==> src/hdl/rx_path_cfg_pkg.sv <==
/*
  Constants of the receive-path configuration bank: register indices, field
  positions, reset values and the channel filter bandwidth base.
  Assumes a Wishbone word bus where byte address = 4 x register index.
*/
package rx_path_cfg_pkg;

  localparam logic [5:0] FCC_INDEX    = 6'h0F;
  localparam logic [5:0] FILT_INDEX   = 6'h10;

  localparam int         SETTLE_HI    = 7;
  localparam int         SETTLE_LO    = 6;
  localparam int         DEVX_HI      = 5;
  localparam int         DEVX_LO      = 4;
  localparam int         DEVM_HI      = 3;
  localparam int         DEVM_LO      = 0;
  localparam int         BYPASS_BIT   = 7;
  localparam int         SHIFT_HI     = 6;
  localparam int         SHIFT_LO     = 5;
  localparam int         DIV_HI       = 4;
  localparam int         DIV_LO       = 0;

  // Settling 2, exponent 1, mantissa 12.
  localparam logic [7:0] FCC_RESET    = 8'h9C;
  localparam logic [7:0] FILT_RESET   = 8'h00;

  // Bandwidth is reported in units of 0.1 Hz; 307.2 kHz is the base.
  localparam int         BW_BASE_DHZ  = 3072000;
  localparam int         BW_WIDTH     = 22;

endpackage : rx_path_cfg_pkg

==> src/hdl/rx_path_cfg.sv <==
/*
  Receive-path configuration bank: frequency correction control and channel
  filter control registers behind a classic Wishbone slave, plus the logic they
  steer: the frequency offset averager, the decimation clock divider, the
  expected deviation and the channel filter bandwidth.
  The bus answers every request with a single-cycle ack one cycle after it is
  taken; writes land at the ack edge and read data stands in the ack cycle.
  Unmapped indices are acked, read as zero and ignore writes.
  Derived outputs (averaging length, scaled deviation, divisor, bandwidth)
  follow the registers one cycle later, so they never glitch on a write.
  Assumes pair_strobe_i and freq_est_i come from the demodulator on clk_i.
  Assumes the bus master holds its request until it sees ack and then drops
  cyc and stb for at least one cycle before the next request.
  Assumes the demodulator never presents more than one estimate per strobe.
  A user must know that a frequency control write discards a partial average,
  so the next average starts from a clean sum after the write.
  The bandwidth table trades a little area for a division-free output path.
*/
// Chosen here: the Wishbone slave port.
`timescale 1ns/100ps
module rx_path_cfg
  import rx_path_cfg_pkg::*;
#(
  parameter int EST_WIDTH = 12
) (
  input  wire logic                        clk_i,
  input  wire logic                        rst_i,
  input  wire logic                        cyc_i,
  input  wire logic                        stb_i,
  input  wire logic                        we_i,
  input  wire logic [7:0]                  adr_i,
  input  wire logic [3:0]                  sel_i,
  input  wire logic [31:0]                 dat_i,
  output logic      [31:0]                 dat_o,
  output logic                             ack_o,
  input  wire logic                        pair_strobe_i,
  input  wire logic signed [EST_WIDTH-1:0] freq_est_i,
  output logic                             afc_enable_o,
  output logic      [2:0]                  avg_pairs_o,
  output logic signed [EST_WIDTH-1:0]      freq_offset_o,
  output logic                             freq_offset_valid_o,
  output logic      [1:0]                  rx_dev_exponent_o,
  output logic      [3:0]                  rx_dev_mantissa_o,
  output logic      [6:0]                  rx_dev_scaled_o,
  output logic                             filter_bypass_o,
  output logic      [1:0]                  decimator_input_shift_o,
  output logic      [5:0]                  decimation_divisor_o,
  output logic                             dec_clk_tick_o,
  output logic      [BW_WIDTH-1:0]         channel_bw_o
);

  typedef struct packed {
    logic [7:0]                   fcc;
    logic [7:0]                   filt;
    logic                         ack;
    logic [31:0]                  rdat;
    logic signed [EST_WIDTH+1:0]  acc;
    logic [1:0]                   pair_cnt;
    logic signed [EST_WIDTH-1:0]  avg;
    logic                         avg_valid;
    logic                         afc_en;
    logic [2:0]                   pairs;
    logic [6:0]                   dev_scaled;
    logic [4:0]                   div_cnt;
    logic [5:0]                   divisor;
    logic                         tick;
    logic [BW_WIDTH-1:0]          bw;
  } state_t;

  state_t s;
  state_t next_s;

  // Bandwidth per divisor setting, built at elaboration.
  logic [BW_WIDTH-1:0] bw_rom [32];
  genvar g;
  generate
    for (g = 0; g < 32; g++) begin : g_bw
      assign bw_rom[g] = BW_WIDTH'(BW_BASE_DHZ / (g + 1));
    end
  endgenerate

  logic                        req;
  logic [5:0]                  idx;
  logic [1:0]                  settle;
  logic signed [EST_WIDTH+1:0] sum;
  logic [1:0]                  last_pair;

  assign req       = cyc_i & stb_i;
  assign idx       = adr_i[7:2];
  assign settle    = s.fcc[SETTLE_HI:SETTLE_LO];
  assign sum       = s.acc + EST_WIDTH'(0) + {{2{freq_est_i[EST_WIDTH-1]}}, freq_est_i};
  assign last_pair = (settle == 2'h3) ? 2'h3 : ((settle == 2'h2) ? 2'h1 : 2'h0);

  always_comb begin
    next_s           = s;
    next_s.avg_valid = 1'b0;
    // Ack rises one cycle after the request and drops after one cycle.
    next_s.ack       = req & ~s.ack;
    if (req && !s.ack) begin
      case (idx)
        FCC_INDEX:  next_s.rdat = {24'h000000, s.fcc};
        FILT_INDEX: next_s.rdat = {24'h000000, s.filt};
        default:    next_s.rdat = 32'h00000000;
      endcase
    end
    // Writes land at the edge where the master samples ack.
    if (req && s.ack && we_i && sel_i[0]) begin
      case (idx)
        FCC_INDEX: begin
          next_s.fcc      = dat_i[7:0];
          // A new setting restarts averaging so no stale partial sum leaks out.
          next_s.acc      = '0;
          next_s.pair_cnt = 2'h0;
        end
        FILT_INDEX: begin
          next_s.filt = dat_i[7:0];
        end
        default: begin
          next_s.rdat = s.rdat;
        end
      endcase
    end

    // Frequency offset averaging.
    next_s.afc_en = (settle != 2'h0);
    case (settle)
      2'h1:    next_s.pairs = 3'h1;
      2'h2:    next_s.pairs = 3'h2;
      2'h3:    next_s.pairs = 3'h4;
      default: next_s.pairs = 3'h0;
    endcase
    if (settle == 2'h0) begin
      next_s.acc      = '0;
      next_s.pair_cnt = 2'h0;
      next_s.avg      = '0;
    end else if (pair_strobe_i && !(req && s.ack && we_i && sel_i[0] && idx == FCC_INDEX)) begin
      if (s.pair_cnt >= last_pair) begin
        next_s.avg       = EST_WIDTH'(sum >>> (settle - 2'h1));
        next_s.avg_valid = 1'b1;
        next_s.acc       = '0;
        next_s.pair_cnt  = 2'h0;
      end else begin
        next_s.acc      = sum;
        next_s.pair_cnt = s.pair_cnt + 2'h1;
      end
    end

    // Expected deviation in units of baud/24: mantissa x 2^exponent.
    next_s.dev_scaled = 7'({3'h0, s.fcc[DEVM_HI:DEVM_LO]} << s.fcc[DEVX_HI:DEVX_LO]);

    // Decimation clock: one tick every divisor cycles.
    next_s.divisor = {1'b0, s.filt[DIV_HI:DIV_LO]} + 6'h01;
    if (s.div_cnt >= s.filt[DIV_HI:DIV_LO]) begin
      next_s.div_cnt = 5'h00;
      next_s.tick    = 1'b1;
    end else begin
      next_s.div_cnt = s.div_cnt + 5'h01;
      next_s.tick    = 1'b0;
    end
    next_s.bw = bw_rom[s.filt[DIV_HI:DIV_LO]];
  end

  always_ff @(posedge clk_i) begin
    if (rst_i) begin
      s      <= '0;
      s.fcc  <= FCC_RESET;
      s.filt <= FILT_RESET;
    end else begin
      s <= next_s;
    end
  end

  assign dat_o                   = s.rdat;
  assign ack_o                   = s.ack;
  assign afc_enable_o            = s.afc_en;
  assign avg_pairs_o             = s.pairs;
  assign freq_offset_o           = s.avg;
  assign freq_offset_valid_o     = s.avg_valid;
  assign rx_dev_exponent_o       = s.fcc[DEVX_HI:DEVX_LO];
  assign rx_dev_mantissa_o       = s.fcc[DEVM_HI:DEVM_LO];
  assign rx_dev_scaled_o         = s.dev_scaled;
  assign filter_bypass_o         = s.filt[BYPASS_BIT];
  assign decimator_input_shift_o = s.filt[SHIFT_HI:SHIFT_LO];
  assign decimation_divisor_o    = s.divisor;
  assign dec_clk_tick_o          = s.tick;
  assign channel_bw_o            = s.bw;

  // Helper counters for the checks below.
  logic [5:0] tick_gap;
  logic [5:0] div_age;
  always_ff @(posedge clk_i) begin
    if (rst_i) begin
      tick_gap <= 6'h00;
      div_age  <= 6'h00;
    end else begin
      tick_gap <= s.tick ? 6'h00 : tick_gap + 6'h01;
      if (next_s.filt[DIV_HI:DIV_LO] != s.filt[DIV_HI:DIV_LO]) begin
        div_age <= 6'h00;
      end else if (div_age != 6'h3F) begin
        div_age <= div_age + 6'h01;
      end
    end
  end
endmodule : rx_path_cfg

==> config.mk <==
export PLATFORM = sky130hd
export DESIGN_NAME = rx_path_cfg
export DESIGN_NICKNAME = d
export VERILOG_FILES = /design/src/hdl/rx_path_cfg_pkg.sv /design/src/hdl/rx_path_cfg.sv
export SDC_FILE = /design/constraint.sdc
export NUM_CORES = 1
export LEC_CHECK = 0
export BUFFER_PORTS_ARGS = -buffer_cell sky130_fd_sc_hd__clkbuf_2
export CAP_MARGIN = 15
export CORE_ASPECT_RATIO = 0.8
export CORE_MARGIN = 5
export CORE_UTILIZATION = 41
export DETAILED_ROUTE_END_ITERATION = 8
export PLACE_DENSITY = 0.78
export SETUP_SLACK_MARGIN = 0.4
export SLEW_MARGIN = 20
export SYNTH_ARGS = -nofsm -noshare
export SYNTH_HDL_FRONTEND = slang
export SYNTH_SLANG_ARGS = --single-unit
==> constraint.sdc <==
create_clock -name clk_i -period 2.8 [get_ports clk_i]
set_clock_uncertainty 0.05 [all_clocks]
set_input_delay 0.56 -clock clk_i [delete_from_list [all_inputs] [get_ports clk_i]]
set_output_delay 0.56 -clock clk_i [all_outputs]
set_load 0.01 [all_outputs]
## Word-level counts from Yosys, hierarchy flattened

Memory sizes are Yosys's and may differ from the RTL's. A register that Yosys moved wholly into a read port is not among the register bits.
Index checks and enable logic that the tools add are counted.

- Add/sub/neg operators: 5
- Magnitude comparators: 2
- Equality and inequality tests: 6
- Shift-type cells: 2
- Mux-type cells: 12
- Bitwise gates (word level): 5
- Reductions and logical operators: 20

Operators with widths:

| kind | number |
|---|---|
| $mux 32 | 2 |
| $mux 48 | 1 |
| $mux 16 | 2 |
| $mux 29 | 1 |
| $pmux 8 s2 | 1 |
| $add 14x14->14 | 1 |
| $sshr 14x2->12 | 1 |
| $mux 13 | 1 |
| $pmux 3 s3 | 1 |
| $reduce_and 2->1 | 4 |
| $shl 4x2->7 | 1 |
| $add 5x1->6 const B | 1 |
| $eq 6x4->1 const B | 1 |
| $eq 6x5->1 const B | 1 |
| $logic_and 1x1->1 | 6 |
| $not 5->6 | 1 |
| $reduce_bool 2->1 | 3 |
| $reduce_or 2->1 | 3 |
| $add 5x1->5 const B | 1 |
| $ge 5x5->1 | 1 |
| $eq 2x2->1 const B | 2 |
| $reduce_or 3->1 | 1 |
| $add 2x1->2 const B | 1 |
| $and 1x1->1 | 2 |
| other kinds (9) | 12 |

- Register bits: 101
- ROM bits: 704
- Input bits: 62
- Output and inout bits: 95
- Word-level logic and storage cells: 67
- Memories: 1

Memory list:

| name | depth | bits a word | rd ports | clocked after memory_dff | wr ports | line | RTL |
|---|---|---|---|---|---|---|---|
| (no name shown) | 32 | 22 | 1 | 1 | 0 | rx_path_cfg.sv:160 | `next_s.bw = bw_rom[s.filt[DIV_HI:DIV_LO]];` |

## Longest topological paths before layout

Gate-level depths: netlist (run 1).

- Depth after elaboration: 9
- Gate-level depth with buffers: 12
- Gate-level depth less buffers: 10

## Least setup slack after synthesis (run 1)

Ideal clock, no wire load.

- Path type: flip-flop to flip-flop
- Start point: reg s[121] (netlist bit)
- End point: reg s[71] (netlist bit)
- Setup time: 66 ps
- Arrival: 2789 ps
- Data required time: 2684 ps
- Path slack: -105 ps
- Cell stages (with the launch flop): 13
- Buffers on the path: 3
- Clock period less this slack: 2905 ps
- Cells stage by stage: dfxtp_1 > clkbuf_1 > clkinv_1 > ha_1 > or2_2 > ha_1 > nand2b_1 > a21oi_1 > and3_1 > clkbuf_1 > clkbuf_1 > a22oi_1 > nor2_1

- Cells in the longest elaborated chain, start to end: 6
- Elaborated cells between the ends (all ways): 9
- Those cells by class: 1 x order compare; 2 x eq/ne; 4 x mux; 2 x reduce/logical

RTL lines:

| what | line | RTL |
|---|---|---|
| from (decl) | rx_path_cfg.sv:70 | `state_t s;` |
| from (signal assigned) | rx_path_cfg.sv:169 | `s <= next_s;` |
| $eq 2x2->1 | rx_path_cfg.sv:92 | `assign last_pair = (settle == 2'h3) ? 2'h3 : ((settle == 2'h2) ? 2'h1 : 2'h0);` |
| $mux 1 | rx_path_cfg.sv:92 |  |
| $mux 2 | rx_path_cfg.sv:92 |  |
| $ge 2x2->1 | rx_path_cfg.sv:137 | `if (s.pair_cnt >= last_pair) begin` |
| $mux 16 | rx_path_cfg.sv:137 |  |
| $mux 29 | rx_path_cfg.sv:136 | `end else if (pair_strobe_i && !(req && s.ack && we_i && sel_i[0] && idx == FCC_INDEX)) begin` |

Parallel ways exist; a longest one is shown, timed or not.
A chain may end at the register's enable or synchronous reset.

## Worst setup path in the final report (run 1)

- Start point: reg s[60] (netlist bit)
- End point: reg s (netlist bit freq_offset_o[4])

- Cells in the longest elaborated chain, start to end: 2

RTL lines:

| what | line | RTL |
|---|---|---|
| $add 14x14->14 | rx_path_cfg.sv:91 | `assign sum = s.acc + EST_WIDTH'(0) + {{2{freq_est_i[EST_WIDTH-1]}}, freq_est_i};` |
| $sshr 14x2->12 | rx_path_cfg.sv:138 | `next_s.avg = EST_WIDTH'(sum >>> (settle - 2'h1));` |

Every way passes these cells.

==> implementation parameters, run 1 <==
Parameter                              Value

Placed design
  Global placer's final weighted congestion ... 0.8727
  HPWL after detailed placement ... 10.85 mm
  Cells after DPL ... 941
  I/O Buffers ... 103
  Pre-CTS setup slack ... -0.1384 ns

Finish
  Proportion of layout cells with a drive suffix above 1 ... 0.2619
  Net count, final ... 870
  Fin cells ... 964
  Area growth from synthesis to layout ... 12.87%
  Diode insertion count for antenna repair ... 0

Timing
  Slew margin rel. ... 0.5816
  Total count of max-transition violations in the final report ... 0
  Worst hold slack after final layout ... 0.4084 ns
  Hold Fails Final Rpt ... 0
  Unrepaired setup endpoints after global routing ... yes
  Highest Clock Rate ... 0.3937 GHz
  Final setup viols ... 0
  Post-layout minimum cycle time ... 2.540 ns
  Slew of the pin with the lowest slew margin ... 0.6275 ns
  Final setup slack of the worst path ... 0.2602 ns
  Ratio of final minimum period to clock period ... 0.9071

Clock tree
  Clock root buffer ... sky130_fd_sc_hd__clkbuf_16
  Level count of the clock H-tree ... 3
  CTS tree ... built
  Clock latency at the later pin of the worst-skew pair ... 0.35 ns
  Clock transition at the registers of the reported paths ... 0.08 ns
  Total clock buffers created by CTS ... 9
  Maximum clock insertion buffer count ... 2
  Clock net sink count ... 99

Power and ir drop
  P_leak ... 3.053 nW
  Worst IR drop on VDD ... 280.7 uV
  Design Power ... 3.638 mW
  Cell area power density ... 525.5 nW/um^2

Yosys
  Mean cell area of the mapped netlist ... 8.333 sq um
  Proportion of netlist area held by the largest area contributor ... 0.3231
  Count of warnings emitted by yosys ... 0
  Top FF cell, synth ... sky130_fd_sc_hd__dfxtp_1
  Cell type with the highest aggregate area in the netlist ... sky130_fd_sc_hd__dfxtp_1
  Synthesized instance count ... 736
  Number of distinct library cell variants in the gate-level netlist after synthesis ... 67
  Post-synthesis instance area ... 6133 sq um
  Part of the Yosys area used for sequential elements ... 0.3231
  Flip-flop and latch count after synthesis ... 99
  EDFF count, synth ... 0
  Largest cells by area after synthesis ... sky130_fd_sc_hd__dfxtp_1, sky130_fd_sc_hd__buf_4, sky130_fd_sc_hd__ha_1
  Ys async rst share ... 0
  Dominant cell by count in the synthesized netlist ... sky130_fd_sc_hd__dfxtp_1
  Commonest cells in the netlist ... sky130_fd_sc_hd__dfxtp_1, sky130_fd_sc_hd__nor2_1, sky130_fd_sc_hd__buf_4

Min path
  Worst Hold Class ... in2reg

GRT
  First-pass GRT wire length ... 24.41 mm
  Initial antenna violation count ... 0
  Vias in the first global route ... 4763
  Maximum number of pins on one net before global-route repair ... 62
  Total gr overflow ... 0
  Total routing resource utilization after global routing ... 0.1684

Floorplan
  Count of standard-cell rows ... 40
  Vertical die dimension ... 119.4 microns
  Floorplan die width ... 146.7 microns
  Floorplan die area ... 17520 sq um
  Number of placed I/O pins ... 157
  Placeable Area ... 14860 sq um
  Effective utilization at floorplan ... 0.4126

Route
  DRC Markers ... 0
  Average wire per standard cell ... 16.08 microns
  Drt first pass iters ... 5
  Antenna violation net count after detailed routing ... 0
  Per-cell via count in the routed design ... 5.501
  Detailed router's first-iteration violation count ... 447
  DRT Wirelength ... 15.50 mm
  Vias after detailed routing ... 5303

Setup path
  Maximum fanout encountered on the critical timing path ... 3
  Worst setup EP type ... flip-flop
  Critical Path Source Type ... flip-flop
  Arrival time of the worst setup path ... 2.74 ns
  Required time at the endpoint of the critical path ... 3.00 ns
  Crit Path Class ... reg2reg

Outcome
  Status ... finished, final reports clean

Run
  Number of max-capacitance violations reported ... 0
[placed cells by master (no fill, tap or decap), types with 21 or more instances in the layout]
master / Yosys / routed
sky130_fd_sc_hd__nor2_1: 97 / 94
sky130_fd_sc_hd__clkbuf_2: 0 / 103
sky130_fd_sc_hd__conb_1: 1 / 24
sky130_fd_sc_hd__o21ai_0: 27 / 27
sky130_fd_sc_hd__buf_4: 90 / 28
sky130_fd_sc_hd__dfxtp_1: 99 / 97
sky130_fd_sc_hd__a21oi_1: 41 / 38
sky130_fd_sc_hd__a22oi_1: 22 / 21
sky130_fd_sc_hd__ha_1: 37 / 34
sky130_fd_sc_hd__mux2i_1: 23 / 23
sky130_fd_sc_hd__nand2_1: 32 / 32
sky130_fd_sc_hd__a211oi_1: 21 / 21
[timing repair]
item / in CTS / in global routing
hold buffers: 0 / 0
endpoints found under the hold margin: 0 / 0
endpoints found under the setup margin: 26 / 26
gates resized for setup: 10 / 29
buffers inserted: 2 / 3
cloned: 0 / 2
pin swaps: 6 / 14
[cells by family after synthesis]
kind of cell | synth area share
xor gates and xnor gates | 0.01856
other | 0.0006114
and+or+nand+nor | 0.1575
DFF | 0.3231
buffers and inverters | 0.1532
adders and majority gates | 0.07874
AOI/OAI and AO/OA | 0.2124
muxes | 0.05589
[critical path, cell delays in order (launching register included)]
cell and delay, ns:
sky130_fd_sc_hd__dfxtp_2 0.36, sky130_fd_sc_hd__ha_4 0.14, sky130_fd_sc_hd__inv_2 0.03, sky130_fd_sc_hd__fa_2 0.36, sky130_fd_sc_hd__nor2b_4 0.12, sky130_fd_sc_hd__o31a_1 0.20
sky130_fd_sc_hd__buf_4 0.14, sky130_fd_sc_hd__o21a_4 0.14, sky130_fd_sc_hd__o21a_1 0.22, sky130_fd_sc_hd__nor2_2 0.06, sky130_fd_sc_hd__mux4_2 0.47, sky130_fd_sc_hd__o2bb2ai_2 0.13
[registers in the layout, indices dropped and copies added, names as in the netlist]
register / count
dat_o: 8
avg_pairs_o: 3
channel_bw_o: 22
afc_enable_o: 1
decimator_input_shift_o: 2
rx_dev_scaled_o: 7
dec_clk_tick_o: 1
filter_bypass_o: 1
ack_o: 1
freq_offset_o: 12
s: 28
rx_dev_exponent_o: 2
decimation_divisor_o: 6
rx_dev_mantissa_o: 4
freq_offset_valid_o: 1
[area by class of cell]
cell class                      count  area, sq um
Tap cell                          189        236.5
Fill cell                        1383         7941
Timing Repair Buffer              137        780.7
Sequential cell                    99         1987
Clock inverter                      6        93.84
Clock buffer                       10        239.0
Inverter                           23        93.84
Multi-Input combinational cell    500         3492
[metal layers]
layer	wire, microns	global-route usage	up-vias
li1	-	-	2570
met1	7237	0.2446	2458
met2	6679	0.2414	254
met3	1294	0.04374	21
met4	285	0.05347	0
met5	0	0	-
[where the power goes]
part	switching (mW)	internal [mW]	total (mW)	leakage [nW]
clock	0.576	0.817	1.39	0.165
sequential	0.0377	1.47	1.51	0.809
combinational	0.422	0.313	0.735	2.08
total	1.04	2.60	3.64	3.05
[per-stage QoR]
stage | utilization | setup TNS, ns | instance area [sq um]
final | 0.4657 | 0 | 6923
after global routing | 0.4657 | 0 | 6923
after CTS | 0.4537 | 0 | 6744
after detailed placement | 0.4285 | -0.4214 | 6370
after global placement | 0.4285 | -0.03246 | 6370
after floorplan | - | 0 | 6287
[path summary, 6_finish.rpt]
check                    from               end  slack [ns]  depth (start not counted)
max                     s[60]  freq_offset_o[4]        0.26                         11
min                  dat_i[2]            s[109]        0.41                          3
min reg2reg  freq_offset_o[5]  freq_offset_o[5]        0.42                          2
max reg2reg             s[60]  freq_offset_o[4]        0.26                         11
No activity file was read; power rests on OpenSTA's default activity.
==> run 2: changes to the inputs <==
CORE_MARGIN = 8   (was 5)
CORE_UTILIZATION = 43   (was 41)
PLACE_DENSITY = 0.81   (was 0.78)
==> run 2 against run 1 <==
Net effect:
- via count shrank 1.0%
- clock power shrank 13%
- register-to-register slack gained 0.14 ns
- non-clock buffer count grew 2
- cell count decreased by 0.41%
- sequential power barely moved
- final area is 1.4% lower
- total power down 6.1%
- die area is 4.8% higher
- largest power group unchanged
- critical endpoint is now freq_offset_o[9]
- setup slack better by 0.14 ns
- critical path depth stayed put
==> implementation parameters, run 2 (synthesized netlist as in run 1, its figures left out) <==
Parameter                              Value

Placed design
  HPWL after detailed placement ... 11.01 mm (+1.5%)
  Cells after DPL ... 936 (-0.53%)
  I/O Buffers ... 103 (unchanged)
  Global placer's final weighted congestion ... 0.9214 (+5.6%)

Clock tree
  Clock latency at the later pin of the worst-skew pair ... 0.35 ns (about the same)
  Maximum clock insertion buffer count ... 2 (unchanged)
  Clock transition at the registers of the reported paths ... 0.07 ns (about the same)
  CTS tree ... built
  Level count of the clock H-tree ... 3 (unchanged)
  Clock root buffer ... sky130_fd_sc_hd__clkbuf_16
  Total clock buffers created by CTS ... 9 (unchanged)
  Hold-fix buffers at CTS ... 0 (unchanged)
  Clock net sink count ... 99 (unchanged)

Route
  Average wire per standard cell ... 15.89 microns (-1.1%)
  Per-cell via count in the routed design ... 5.468 (-0.61%)
  Vias after detailed routing ... 5249 (-1.0%)
  Antenna violation net count after detailed routing ... 0 (unchanged)
  DRT Wirelength ... 15.26 mm (-1.5%)
  Detailed router's first-iteration violation count ... 504 (+13%)
  DRC Markers ... 0 (unchanged)
  Drt first pass iters ... 6 (+1)

GRT
  Maximum number of pins on one net before global-route repair ... 47 (-24%)
  Initial antenna violation count ... 2 (+2)
  Total routing resource utilization after global routing ... 0.1624 (-0.005930)
  Met2 Resource Use GR ... 0.2419 (+0.0004151)
  Busiest metal layer after global routing ... met2
  Global Route met1 Usage ... 0.2154 (-0.02917)
  Vias in the first global route ... 4715 (-1.0%)
  Met3 usage ... 0.05343 (+0.009684)
  First-pass GRT wire length ... 24.27 mm (-0.54%)
  Total gr overflow ... 0 (unchanged)

Finish
  Diode insertion count for antenna repair ... 0 (unchanged)
  Area growth from synthesis to layout ... 11.28%
  Register with the most flip-flops ... s
  Highest-count cells in the layout ignoring fill and taps ... sky130_fd_sc_hd__clkbuf_2, sky130_fd_sc_hd__dfxtp_1, sky130_fd_sc_hd__nor2_1
  Max FFs per register ... 28 (unchanged)
  Net count, final ... 872 (+0.23%)
  Proportion of layout cells with a drive suffix above 1 ... 0.2487 (-0.01322)
  Fin cells ... 960 (-0.41%)
  Most common library cell in the layout ignoring fill and taps ... sky130_fd_sc_hd__clkbuf_2

Timing
  Slew margin rel. ... 0.6227 (+0.04104)
  Accumulated negative setup slack ... 0 ns (unchanged)
  Hold Fails Final Rpt ... 0 (unchanged)
  Final setup viols ... 0 (unchanged)
  Ratio of final minimum period to clock period ... 0.8583 (-0.04873)
  Post-layout minimum cycle time ... 2.403 ns (-0.1365 ns)
  Slew of the pin with the lowest slew margin ... 0.5619 ns (-0.06559 ns)
  Unrepaired setup endpoints after global routing ... yes
  Total count of max-transition violations in the final report ... 0 (unchanged)
  Highest Clock Rate ... 0.4161 GHz (+5.7%)

Power and ir drop
  Design Power ... 3.417 mW (-6.1%)
  Worst IR drop on VDD ... 395.6 uV (+41%)
  Cell area power density ... 500.7 nW/um^2 (-4.7%)
  P_leak ... 3.014 nW (-1.3%)

Outcome
  Status ... finished, final reports clean

Setup path
  R2r setup slk ... 0.40 ns (+0.14 ns)
  Maximum fanout encountered on the critical timing path ... 5 (+2)
  Reg-to-reg critical path endpoint ... freq_offset_o[9]
  Crit Path Class ... in2reg
  Worst reg2reg path startpoint ... s[60]
  Critical Path Source Type ... input port
  Worst setup EP type ... flip-flop
  Required time at the endpoint of the critical path ... 2.98 ns (-0.02 ns)
  R2r worst-path depth ... 10 (-1)
  Arrival time of the worst setup path ... 2.59 ns (-0.15 ns)

Floorplan
  Floorplan die area ... 18360 sq um (+4.8%)
  Floorplan die width ... 149.5 microns (+1.9%)
  Placeable Area ... 14100 sq um (-5.1%)
  Count of standard-cell rows ... 39 (-2.5%)
  Vertical die dimension ... 122.8 microns (+2.9%)
  Number of placed I/O pins ... 157 (unchanged)
  Effective utilization at floorplan ... 0.4349 (+0.02230)

Min path
  Hold Path Origin ... dat_i[7]
  Hold Path Sink ... filter_bypass_o
  Count of cells along the worst hold path ... 3 (unchanged)
  Worst Hold Class ... in2reg

Run
  Number of max-capacitance violations reported ... 0 (unchanged)
==> run 2: critical path: stages <==
cell and delay, ns:
sky130_fd_sc_hd__clkbuf_2 0.12, sky130_fd_sc_hd__ha_4 0.17, sky130_fd_sc_hd__inv_2 0.05, sky130_fd_sc_hd__fa_2 0.22
sky130_fd_sc_hd__nor2b_4 0.05, sky130_fd_sc_hd__o31a_1 0.31, sky130_fd_sc_hd__o221a_4 0.24, sky130_fd_sc_hd__o41ai_4 0.24
sky130_fd_sc_hd__xnor2_2 0.19, sky130_fd_sc_hd__a2111oi_4 0.38, sky130_fd_sc_hd__nor3_1 0.07
==> run 2: per-stage QoR <==
| step | hold slack (ns) | utilization | setup slack [ns] | area [sq um] |
|---|---|---|---|---|
| 2_1_floorplan | 0.3797 | - | 0.1848 | 6287 |
| 3_3_place_gp | 0.3995 | 0.4512 | -0.02909 | 6364 |
| 3_5_place_dp | 0.4019 | 0.4512 | -0.03315 | 6364 |
| 6_report | 0.4056 | 0.4840 | 0.3966 | 6825 |
| 5_1_grt | 0.4207 | 0.4840 | 0.3134 | 6825 |
| 4_1_cts | 0.3986 | 0.4751 | 0.3985 | 6700 |
==> run 2: final cells by class <==
cell class              instances  area, sq um
clock buffers                  11        252.7
clock inverters                 4        33.78
fillers                      1355         7277
inverters                      23        98.84
multi-input cells             500         3433
flip-flops and latches         99         1987
well taps                     184        230.2
repair buffers                139        789.5
==> run 2: worst max path at each step <==
stage	startpoint	endpoint	slack (ns)	cells past startpoint
3_5_place_dp	freq_est_i[0]	freq_offset_o[8]	-0.03	11
6_report	freq_est_i[0]	freq_offset_o[9]	0.40	11
5_1_grt	s[60]	freq_offset_o[9]	0.31	10
2_1_floorplan	freq_est_i[0]	freq_offset_o[10]	0.18	10
3_3_place_gp	freq_est_i[0]	freq_offset_o[10]	-0.03	11
4_1_cts	s[60]	freq_offset_o[9]	0.40	10
==> run 2: what timing repair did <==
| item | 4_1_cts | 5_1_grt |
|---|---|---|
| setup buffers | 4 | 5 |
| setup endpoints to repair | 27 | 23 |
| hold endpoints to repair | 0 | 0 |
| resized for setup | 7 | 16 |
| pin swaps | 5 | 6 |
==> run 2: routing by layer <==
layer / part of all wire / routed length (microns) / up-vias
li1: - / - / 2567
met1: 0.46 / 7025 / 2438
met2: 0.43 / 6507 / 212
met3: 0.097 / 1482 / 28
met4: 0.014 / 219 / 4
met5: 0.0014 / 22 / -
==> run 2: power by group <==
group          internal [mW]  switching [mW]
Combinational          0.301           0.396
Sequential              1.47          0.0363
Clock                  0.656           0.557
